## src/shared/csx_pkg.sv

```systemverilog
// constants for the chip select and transceiver control block
// assumes one 250 MHz clock and a 20-bit physical bus address
package csx_pkg;

  // address field widths
  localparam int ADDR_W      = 20;
  localparam int KB_SHIFT    = 10;  // 1K granule for lower, upper and peripheral
  localparam int KB_W        = 10;  // address bits 19..10
  localparam int MID_SHIFT   = 13;  // 8K granule for the mid-range region
  localparam int MID_W       = 7;   // address bits 19..13
  localparam int MID_SUB_SH  = 11;  // quarter of the smallest mid-range block
  localparam int IO_KB_W     = 6;   // 64K I/O space, bits 15..10
  localparam int PER_BLK_SH  = 7;   // 128-byte block per peripheral select

  // size code limits
  localparam logic [3:0] LOW_UP_CODE_MAX = 4'h8;  // 1K shl 8 = 256K
  localparam logic [2:0] MID_CODE_MAX    = 3'h6;  // 8K shl 6 = 512K

  // select counts
  localparam int MID_N = 4;
  localparam int PER_N = 7;

  // configuration values after reset
  localparam logic [3:0] LOW_CODE_RST   = 4'h0;
  localparam logic [3:0] UP_CODE_RST    = 4'h0;
  localparam logic [6:0] MID_BASE_RST   = 7'h00;
  localparam logic [2:0] MID_CODE_RST   = 3'h0;
  localparam logic [9:0] PER_BASE_RST   = 10'h000;
  localparam logic       PER_MEM_RST    = 1'b0;
  localparam logic       PER_LATCH_RST  = 1'b0;
  localparam logic       ENHANCED_RST   = 1'b0;

  // transceiver enable sequence while the reset pin is low
  typedef enum logic [1:0] {
    RST_RUN   = 2'b00,
    RST_DRIVE = 2'b01,
    RST_FLOAT = 2'b10
  } csx_rst_t;

endpackage
```

## src/design/csx_range_match.sv

```systemverilog
// masked compare of an address field against a programmed base
// assumes base and mask are already aligned by the caller
`timescale 1ns/1ps
`default_nettype none
module csx_range_match #(
  parameter int W = 10
) (
  input  wire logic [W-1:0] addrField,
  input  wire logic [W-1:0] baseField,
  input  wire logic [W-1:0] maskField,
  output logic              hit
);

  // bits under the mask must equal the base, the rest are don't care
  assign hit = (((addrField ^ baseField) & maskField) == '0);

endmodule
`default_nettype wire

```

## src/design/csx_strap_capture.sv

```systemverilog
// test-mode strap capture at the rising edge of the reset pin
// assumes resetInN is synchronous to clk_sys
`timescale 1ns/1ps
`default_nettype none
module csx_strap_capture (
  input  wire logic clk_sys,
  input  wire logic rst_n,
  input  wire logic resetInN,
  input  wire logic lowerPinIn,
  input  wire logic upperPinIn,
  output logic      onceMode
);

  logic resetPrev_q;
  logic onceMode_q;
  logic onceMode_d;
  wire  resetRise = resetInN & ~resetPrev_q;

  // both selects low at release enters test mode; reset pin low leaves it
  assign onceMode_d = ~resetInN ? 1'b0
                    : resetRise ? (~lowerPinIn & ~upperPinIn)
                    : onceMode_q;
  assign onceMode = onceMode_q;

  // previous reset level doubles as the edge detector
  always_ff @(posedge clk_sys or negedge rst_n) begin
    if (!rst_n) begin
      resetPrev_q <= 1'b0;
      onceMode_q  <= 1'b0;
    end else begin
      resetPrev_q <= resetInN;
      onceMode_q  <= onceMode_d;
    end
  end

endmodule
`default_nettype wire

```

## src/design/csx_top.sv

```systemverilog
// chip select, coprocessor handshake and transceiver control outputs
// assumes bus cycle signals come from the sequencer, synchronous to clk_sys
`timescale 1ns/1ps
`default_nettype none
module csx_top (
  input  wire logic        clk_sys,
  input  wire logic        rst_n,
  input  wire logic        resetInN,
  // bus cycle from the sequencer
  input  wire logic        busActive,
  input  wire logic        busIsMem,
  input  wire logic        busIsIo,
  input  wire logic        busWrite,
  input  wire logic        busCoproc,
  input  wire logic [19:0] busAddr,
  input  wire logic        holdGranted,
  // configuration load
  input  wire logic        cfgLoad,
  input  wire logic [3:0]  cfgLowerSize,
  input  wire logic [3:0]  cfgUpperSize,
  input  wire logic [6:0]  cfgMidBase,
  input  wire logic [2:0]  cfgMidSize,
  input  wire logic [9:0]  cfgPeriphBase,
  input  wire logic        cfgPeriphInMem,
  input  wire logic        cfgSel5Latched,
  input  wire logic        cfgSel6Latched,
  input  wire logic        cfgEnhanced,
  // memory select pins
  input  wire logic        lowerMemSelectNIn,
  output logic             lowerMemSelectNOut,
  output logic             lowerMemSelectNOe,
  input  wire logic        upperMemSelectNIn,
  output logic             upperMemSelectNOut,
  output logic             upperMemSelectNOe,
  input  wire logic [3:0]  midMemSelectNIn,
  output logic [3:0]       midMemSelectNOut,
  output logic [3:0]       midMemSelectNOe,
  // peripheral select pins, 5 and 6 double as latched address bits
  output logic [4:0]       periphSelectNOut,
  output logic [4:0]       periphSelectNOe,
  output logic             periphSel5OrAddrBit1Out,
  output logic             periphSel5OrAddrBit1Oe,
  output logic             periphSel6OrAddrBit2Out,
  output logic             periphSel6OrAddrBit2Oe,
  // transceiver controls
  output logic             xcvrDirectionOut,
  output logic             xcvrDirectionOe,
  output logic             xcvrEnableNOut,
  output logic             xcvrEnableNOe,
  // coprocessor handshake seen by the core
  output logic             coprocXferRequest,
  output logic             coprocError,
  output logic             onceModeActive
);

  // configuration storage
  logic [3:0] lowCode_q;
  logic [3:0] upCode_q;
  logic [6:0] midBase_q;
  logic [2:0] midCode_q;
  logic [9:0] perBase_q;
  logic       perMem_q;
  logic       sel5Latch_q;
  logic       sel6Latch_q;
  logic       enhanced_q;

  // pin state
  logic       lowOut_q, lowOe_q, upOut_q, upOe_q;
  logic [3:0] midOut_q, midOe_q;
  logic [6:0] perOut_q, perOe_q;
  logic       dirOut_q, dirOe_q, enOut_q, enOe_q;
  logic [1:0] addrLatch_q;
  logic       xferReq_q, coErr_q;
  logic       resetSeen_q;
  csx_pkg::csx_rst_t rstState_q, rstState_d;

  logic [3:0] midOut_d, midOe_d;
  logic [6:0] perOut_d;
  logic       dirOut_d, enOut_d;
  logic [1:0] addrLatch_d;

  wire onceMode;

  // config held in storage, reloaded by software, defaulted by the reset pin
  always_ff @(posedge clk_sys or negedge rst_n) begin
    if (!rst_n) begin
      lowCode_q   <= csx_pkg::LOW_CODE_RST;
      upCode_q    <= csx_pkg::UP_CODE_RST;
      midBase_q   <= csx_pkg::MID_BASE_RST;
      midCode_q   <= csx_pkg::MID_CODE_RST;
      perBase_q   <= csx_pkg::PER_BASE_RST;
      perMem_q    <= csx_pkg::PER_MEM_RST;
      sel5Latch_q <= csx_pkg::PER_LATCH_RST;
      sel6Latch_q <= csx_pkg::PER_LATCH_RST;
      enhanced_q  <= csx_pkg::ENHANCED_RST;
    end else if (!resetInN) begin
      lowCode_q   <= csx_pkg::LOW_CODE_RST;
      upCode_q    <= csx_pkg::UP_CODE_RST;
      midBase_q   <= csx_pkg::MID_BASE_RST;
      midCode_q   <= csx_pkg::MID_CODE_RST;
      perBase_q   <= csx_pkg::PER_BASE_RST;
      perMem_q    <= csx_pkg::PER_MEM_RST;
      sel5Latch_q <= csx_pkg::PER_LATCH_RST;
      sel6Latch_q <= csx_pkg::PER_LATCH_RST;
      enhanced_q  <= csx_pkg::ENHANCED_RST;
    end else if (cfgLoad) begin
      lowCode_q   <= cfgLowerSize;
      upCode_q    <= cfgUpperSize;
      midBase_q   <= cfgMidBase;
      midCode_q   <= cfgMidSize;
      perBase_q   <= cfgPeriphBase;
      perMem_q    <= cfgPeriphInMem;
      sel5Latch_q <= cfgSel5Latched;
      sel6Latch_q <= cfgSel6Latched;
      enhanced_q  <= cfgEnhanced;
    end
  end

  // size codes past the largest block clamp to it
  wire [3:0] lowCodeC = (lowCode_q > csx_pkg::LOW_UP_CODE_MAX) ? csx_pkg::LOW_UP_CODE_MAX
                                                               : lowCode_q;
  wire [3:0] upCodeC  = (upCode_q > csx_pkg::LOW_UP_CODE_MAX) ? csx_pkg::LOW_UP_CODE_MAX
                                                              : upCode_q;
  wire [2:0] midCodeC = (midCode_q > csx_pkg::MID_CODE_MAX) ? csx_pkg::MID_CODE_MAX
                                                            : midCode_q;

  // region masks on kilobyte and 8K granules
  wire [9:0] lowMask = 10'h3ff << lowCodeC;
  wire [9:0] upMask  = 10'h3ff << upCodeC;
  wire [6:0] midMask = 7'h7f << midCodeC;
  wire [9:0] perMask = perMem_q ? 10'h3ff : 10'h03f; // I/O space ignores bits 19..16

  wire [9:0] addrKb  = busAddr[19:csx_pkg::KB_SHIFT];
  wire [6:0] addrMid = busAddr[19:csx_pkg::MID_SHIFT];
  wire lowHit, upHit, midHit, perHit;

  // lower region starts at address zero
  csx_range_match #(.W(csx_pkg::KB_W)) uLow (
    .addrField (addrKb),
    .baseField (10'h000),
    .maskField (lowMask),
    .hit       (lowHit)
  );

  // upper block ends at the top of memory
  csx_range_match #(.W(csx_pkg::KB_W)) uUp (
    .addrField (addrKb),
    .baseField (10'h3ff),
    .maskField (upMask),
    .hit       (upHit)
  );

  // mid region base is aligned to its own size
  csx_range_match #(.W(csx_pkg::MID_W)) uMid (
    .addrField (addrMid),
    .baseField (midBase_q),
    .maskField (midMask),
    .hit       (midHit)
  );

  csx_range_match #(.W(csx_pkg::KB_W)) uPer (
    .addrField (addrKb),
    .baseField (perBase_q),
    .maskField (perMask),
    .hit       (perHit)
  );

  csx_strap_capture uStrap (
    .clk_sys    (clk_sys),
    .rst_n      (rst_n),
    .resetInN   (resetInN),
    .lowerPinIn (lowerMemSelectNIn),
    .upperPinIn (upperMemSelectNIn),
    .onceMode   (onceMode)
  );

  // access qualifiers; coprocessor cycles hit no memory or peripheral select
  wire run      = resetInN & resetSeen_q & ~onceMode; // release edge floats, straps judged there
  wire access   = busActive & ~holdGranted;
  wire memAcc   = access & busIsMem & ~busCoproc;
  wire perAcc   = access & ~busCoproc & (perMem_q ? busIsMem : busIsIo);
  wire [19:0] midShift = busAddr >> (5'(csx_pkg::MID_SUB_SH) + 5'(midCodeC));
  wire [1:0]  midIdx   = midShift[1:0];
  wire [2:0]  perIdx   = busAddr[csx_pkg::PER_BLK_SH +: 3];

  // mid selects split the region in quarters; enhanced mode repurposes 0, 1, 3
  generate
    for (genvar i = 0; i < csx_pkg::MID_N; i++) begin : gMid
      wire midSel = memAcc & midHit & (midIdx == 2'(i));
      if (i == 3) begin : gNps
        assign midOut_d[i] = enhanced_q ? ~(access & busCoproc)
                                        : ~midSel;
        assign midOe_d[i]  = run;
      end else if (i < 2) begin : gIn
        assign midOut_d[i] = ~midSel;
        assign midOe_d[i]  = run & ~enhanced_q;
      end else begin : gPlain
        assign midOut_d[i] = ~midSel;
        assign midOe_d[i]  = run;
      end
    end
  endgenerate

  // peripheral selects, 128-byte blocks above the programmed base
  generate
    for (genvar i = 0; i < csx_pkg::PER_N; i++) begin : gPer
      wire perSel = perAcc & perHit & (perIdx == 3'(i));
      if (i == 5) begin : gA1
        assign perOut_d[i] = sel5Latch_q ? addrLatch_d[0] : ~perSel;
      end else if (i == 6) begin : gA2
        assign perOut_d[i] = sel6Latch_q ? addrLatch_d[1] : ~perSel;
      end else begin : gCs
        assign perOut_d[i] = ~perSel;
      end
    end
  endgenerate

  // address copy only updates on our own cycles, so hold keeps the old value
  assign addrLatch_d = access ? busAddr[2:1] : addrLatch_q;

  // direction follows the access; idle keeps the last direction
  assign dirOut_d = access ? busWrite : dirOut_q;
  wire   dirFlip  = dirOut_d != dirOut_q;
  // enable waits one cycle whenever the direction moves
  assign enOut_d  = ~(access & ~dirFlip);

  // enable sequence while the reset pin is low
  always_comb begin
    rstState_d = csx_pkg::RST_RUN;
    unique case (rstState_q)
      csx_pkg::RST_RUN:   rstState_d = resetInN ? csx_pkg::RST_RUN : csx_pkg::RST_DRIVE;
      csx_pkg::RST_DRIVE: rstState_d = resetInN ? csx_pkg::RST_RUN : csx_pkg::RST_FLOAT;
      csx_pkg::RST_FLOAT: rstState_d = resetInN ? csx_pkg::RST_RUN : csx_pkg::RST_FLOAT;
      default:            rstState_d = csx_pkg::RST_RUN;
    endcase
  end

  // memory and peripheral select pins; hold does not float them
  always_ff @(posedge clk_sys or negedge rst_n) begin
    if (!rst_n) begin
      lowOut_q <= 1'b1;
      lowOe_q  <= 1'b0;
      upOut_q  <= 1'b1;
      upOe_q   <= 1'b0;
      midOut_q <= 4'hf;
      midOe_q  <= 4'h0;
      perOut_q <= 7'h7f;
      perOe_q  <= 7'h00;
    end else begin
      lowOut_q <= ~(memAcc & lowHit);
      lowOe_q  <= run;
      upOut_q  <= ~(memAcc & upHit);
      upOe_q   <= run;
      midOut_q <= midOut_d;
      midOe_q  <= midOe_d;
      perOut_q <= perOut_d;
      perOe_q  <= {7{run}};
    end
  end

  // transceiver controls and latched address
  always_ff @(posedge clk_sys or negedge rst_n) begin
    if (!rst_n) begin
      dirOut_q    <= 1'b0;
      dirOe_q     <= 1'b0;
      enOut_q     <= 1'b1;
      enOe_q      <= 1'b0;
      addrLatch_q <= 2'h0;
      rstState_q  <= csx_pkg::RST_RUN;
      resetSeen_q <= 1'b0;
    end else begin
      dirOut_q    <= dirOut_d;
      dirOe_q     <= run & ~holdGranted;
      enOut_q     <= resetInN ? enOut_d : 1'b1;
      enOe_q      <= run ? ~holdGranted : (rstState_d == csx_pkg::RST_DRIVE);
      addrLatch_q <= addrLatch_d;
      rstState_q  <= rstState_d;
      resetSeen_q <= resetInN;
    end
  end

  // coprocessor handshake inputs are only meaningful in enhanced mode
  always_ff @(posedge clk_sys or negedge rst_n) begin
    if (!rst_n) begin
      xferReq_q <= 1'b0;
      coErr_q   <= 1'b0;
    end else begin
      xferReq_q <= enhanced_q & midMemSelectNIn[0];
      coErr_q   <= enhanced_q & ~midMemSelectNIn[1];
    end
  end

  assign lowerMemSelectNOut      = lowOut_q;
  assign lowerMemSelectNOe       = lowOe_q;
  assign upperMemSelectNOut      = upOut_q;
  assign upperMemSelectNOe       = upOe_q;
  assign midMemSelectNOut        = midOut_q;
  assign midMemSelectNOe         = midOe_q;
  assign periphSelectNOut        = perOut_q[4:0];
  assign periphSelectNOe         = perOe_q[4:0];
  assign periphSel5OrAddrBit1Out = perOut_q[5];
  assign periphSel5OrAddrBit1Oe  = perOe_q[5];
  assign periphSel6OrAddrBit2Out = perOut_q[6];
  assign periphSel6OrAddrBit2Oe  = perOe_q[6];
  assign xcvrDirectionOut        = dirOut_q;
  assign xcvrDirectionOe         = dirOe_q;
  assign xcvrEnableNOut          = enOut_q;
  assign xcvrEnableNOe           = enOe_q;
  assign coprocXferRequest       = xferReq_q;
  assign coprocError             = coErr_q;
  assign onceModeActive          = onceMode;

endmodule
`default_nettype wire

```

## config.mk

```make
export PLATFORM = sky130hd
export DESIGN_NAME = csx_top
export DESIGN_NICKNAME = d
export VERILOG_FILES = /design/src/shared/csx_pkg.sv /design/src/design/csx_range_match.sv /design/src/design/csx_strap_capture.sv /design/src/design/csx_top.sv
export SDC_FILE = /design/constraint.sdc
export NUM_CORES = 1
export LEC_CHECK = 0
export ABC_AREA = 1
export BUFFER_PORTS_ARGS = -buffer_cell sky130_fd_sc_hd__buf_2
export CAP_MARGIN = 20
export CELL_PAD_IN_SITES_DETAIL_PLACEMENT = 1
export CELL_PAD_IN_SITES_GLOBAL_PLACEMENT = 1
export CORE_MARGIN = 10
export CORE_UTILIZATION = 33
export CTS_CLUSTER_SIZE = 14
export DETAILED_ROUTE_END_ITERATION = 10
export PLACE_DENSITY = 0.83
export SLEW_MARGIN = 0
export SYNTH_ARGS = -nofsm -noshare
export SYNTH_HDL_FRONTEND = slang
export SYNTH_SLANG_ARGS = --single-unit
export TNS_END_PERCENT = 20
```

## constraint.sdc

```tcl
create_clock -name clk_sys -period 1.1 [get_ports clk_sys]
set_clock_uncertainty 0.05 [all_clocks]
set_input_delay 0.275 -clock clk_sys [delete_from_list [all_inputs] [get_ports clk_sys]]
set_output_delay 0.275 -clock clk_sys [all_outputs]
set_load 0.01 [all_outputs]
```

==> run_results.csv <==
group,metric,value,unit
logic_synthesis,yosysTopAreaCellShare,0.368,
run,maxCapViolCount,0,
logic_synthesis,synth_compound_area_frac,0.0687,
clock_network,clkSlewWorstSetupHoldPaths,0.08,ns
clock_network,clock_latency,0.34,ns
pwr,power_frac_comb,0.210,
global_route,grt_pass1_wl,16700,µm
global_route,track_usage,0.158,
logic_synthesis,synth_area_leaders,"dfrtp_1 37%, dfstp_2 12%, nand3_1 11%, nand2_1 10%, inv_1 4.7%",
floorplanning,rows,35,
pwr,power_density,1230,mW/mm²
sta,finalHoldViolCount,0,
pwr,p_sw_frac,0.292,
logic_synthesis,ys_seq_area_frac,0.488,
worst_setup_path,worstPathRequired,1.31,ns
detailed_routing,drt-initial-drc-count,131,
logic_synthesis,synth_cells,381,
logic_synthesis,avgSynthCellArea,8.04,µm²
logic_synthesis,synth_top_family_by_area,"simple AND/OR/NAND/NOR gates",
worst_setup_path,endpoint_kind,"flop",
hold_path,hp-class,"primary input to flop",
detailed_routing,num_vias,3038,
logic_synthesis,synth.mux.area_fraction,0,
worst_setup_path,ff2ff_path_depth,9,
pwr,p_leak,2.33,nW
sta,rsz0062_at_grt,"true",
pwr,power.total,0.00556,W
worst_setup_path,arrival,1.63,ns
floorplanning,die_area,0.0135,mm²
sta,finalMaxSlewViolations,0,
floorplanning,die_h,116,µm
place,gp_congestion,0.876,
pwr,worst_ir_drop_vdd,474,µV
clock_network,htreeDepth,3,
pwr,seqPwrFrac,0.431,
sta,setup_slack,-0.312,ns
sta,tightest_slew,0.412,ns
global_route,grt-ovfl-total,0,
clock_network,numCtsBuffers,9,
detailed_routing,routed_wirelength,10800,µm
hold_path,holdPathStages,2,
worst_setup_path,path_max_fanout,8,
detailed_routing,vias_per_cell,4.77,
place,placed_cell_area,0.00394,mm²
sta,fmax,0.708,GHz
sta,fin_crit,1.41,ns
global_route,antenna_found_initial,1,
detailed_routing,wire_per_inst,17.0,µm
logic_synthesis,synth_edf_count,0,
detailed_routing,antenna_left,0,
global_route,grt_max_degree,60,
cells_and_area,design_area,0.00454,mm²
logic_synthesis,synth.cell_area,0.00306,mm²
cells_and_area,drive_above_1_share,0.482,
run_status,violations,"negative setup slack",
worst_setup_path,critPathKind,"flop to flop",
floorplanning,core_area,0.00915,mm²
sta,finalCritPeriodShare,1.28,
logic_synthesis,synthArstFlopShare,1.00,
logic_synthesis,synthAdderAreaFrac,0.00817,
clock_network,root_buffer,"clkbuf_8",
logic_synthesis,syn_nets,451,
logic_synthesis,synth-seq-cells,59,
cells_and_area,area_growth,48.3,%
cells_and_area,layout_common_cells,"76 x buf_2, 69 x nand2_1, 58 x buf_4",
clock_network,cts_tree,"done",
logic_synthesis,yosys_warnings,0,
cells_and_area,nNetsFinal,590,
logic_synthesis,ys.flop_type,"dfrtp_1",
logic_synthesis,yosysTopAreaCell,"dfrtp_1",
clock_network,cts_buffer_depth,2,
detailed_routing,drcViolationCount,0,
logic_synthesis,ys_types,30,
clock_network,clkSinkCount,59,
logic_synthesis,yosys.area_share.simple,0.282,
place,dp_hpwl,8070,µm
worst_setup_path,startpoint_type,"flop",
floorplanning,fp.dieW,116,µm
pwr,internal_power,0.00394,W
detailed_routing,first_pass_iters,4,
pwr,p_sw,0.00163,W
sta,setup_viol,46,
run_status,outcome,"finished with violations",
sta,holdWs,0.0552,ns
place,io_buffers,93,
pwr,clkPwrFrac,0.359,
logic_synthesis,synth_xor_area_frac,0.0343,
sta,maxSlewHeadroom,0.723,
floorplanning,io_pins,101,
cells_and_area,fin_util,0.496,
floorplanning,initial_utilization,0.335,
global_route,grt_pass1_vias,3299,
cells_and_area,mostFrequentLayoutCell,"buf_2",
synthesized netlist by cell type (2+ instances only):
cell / number
nand2_1: 83
nand3_1: 68
dfrtp_1: 45
inv_1: 38
o21ai_0: 23
nor2_1: 22
dfstp_2: 14
buf_4: 12
a21oi_1: 11
clkbuf_1: 11
inv_2: 7
xor2_1: 7
o21ai_1: 5
xnor2_1: 5
buf_6: 4
nand4_1: 4
nor3_1: 3
and2_1: 2
buf_2: 2
ha_1: 2
nand2_2: 2
nand2_4: 2
nor4_1: 2
state kept, by name, indices dropped and copies added (netlist names), 2 cells and up:
signal	count
perBase_q	10
rstState_q	2
midMemSelectNOe	2
addrLatch_q	2
midCode_q	3
midBase_q	7
perOut_q	7
midMemSelectNOut	4
lowCode_q	4
upCode_q	4
critical path: stages, from the launching register on:
cell and delay, ns:
dfrtp_2 0.43, nand2_4 0.12, nand2_8 0.13, nand2_1 0.09, nand3_1 0.10, nand3_2 0.08, nand2_2 0.10, nand2_2 0.07
nor2_4 0.11, nor2_2 0.04
stage by stage:
stage / worst slack (ns) / cells / TNS, ns
after CTS: -0.303 / 633 / -8.53
final: -0.312 / 637 / -7.80
after detailed placement: -0.349 / 609 / -3.32
after global routing: -0.376 / 637 / -10.34
after global placement: -0.292 / 609 / -2.72
after floorplan: -0.124 / 381 / -0.478
layer usage:
| layer | global-route usage | vias to the layer above | wire length (µm) |
|---|---|---|---|
| met5 | 0 | - | 0 |
| met2 | 0.285 | 78 | 5640 |
| li1 | - | 1486 | - |
| met4 | 0.0676 | 0 | 280 |
| met1 | 0.173 | 1455 | 4330 |
| met3 | 0.0365 | 19 | 576 |
final cells by class:
type                    count  area [µm²]
diodes                      1        2.50
fillers                  1113        4610
flip-flops and latches     59        1500
inverters                  47         184
repair buffers            157        1110
well taps                 111         139
clock inverters             5        53.8
clock buffers              11         141
multi-input cells         246        1410
what timing repair did:
action	CTS	global route
hold buffers	1	0
gates resized for setup	39	39
pin swaps	13	23
setup buffers	7	3
hold endpoints to repair	45	0
endpoints found under the setup margin	46	48
power by group through the flow:
stage                     logic, W  clock network, W  registers [W]
after floorplan           0.000510                 0        0.00243
after global placement    0.000980                 0        0.00242
after detailed placement   0.00102                 0        0.00243
after CTS                  0.00110           0.00206        0.00239
after global routing       0.00129           0.00217        0.00241
final                      0.00117           0.00200        0.00240
worst paths after layout:
path,startpoint,end,slack [ns]
worst max-delay path,midCode_q[2]$_DFFE_PN0P_,midMemSelectNOut[3]$_DFF_PN1_,-0.31
worst min-delay path,busAddr[9],perOut_q[4]$_DFF_PN1_,0.06
worst max register to register,midCode_q[2]$_DFFE_PN0P_,midMemSelectNOut[3]$_DFF_PN1_,-0.31
worst min register to register,enhanced_q$_DFFE_PN0P_,midMemSelectNOe[1]$_DFF_PN0_,0.40
max in group asynchronous,rst_n,upperMemSelectNOut$_DFF_PN1_,0.25
min in group asynchronous,rst_n,midBase_q[2]$_DFFE_PN0P_,0.39
cells by family (layout without fill, tap and decap cells):
logic type	after synthesis	in the layout
AND/OR/NAND/NOR	191	191
buffers and inverters	76	220
flip-flops	59	59
AO/OA/AOI/OAI	41	41
XOR/XNOR	12	12
adder cells (fa/ha/maj)	2	2
other	0	1
Power figures use the tool's default switching activity.
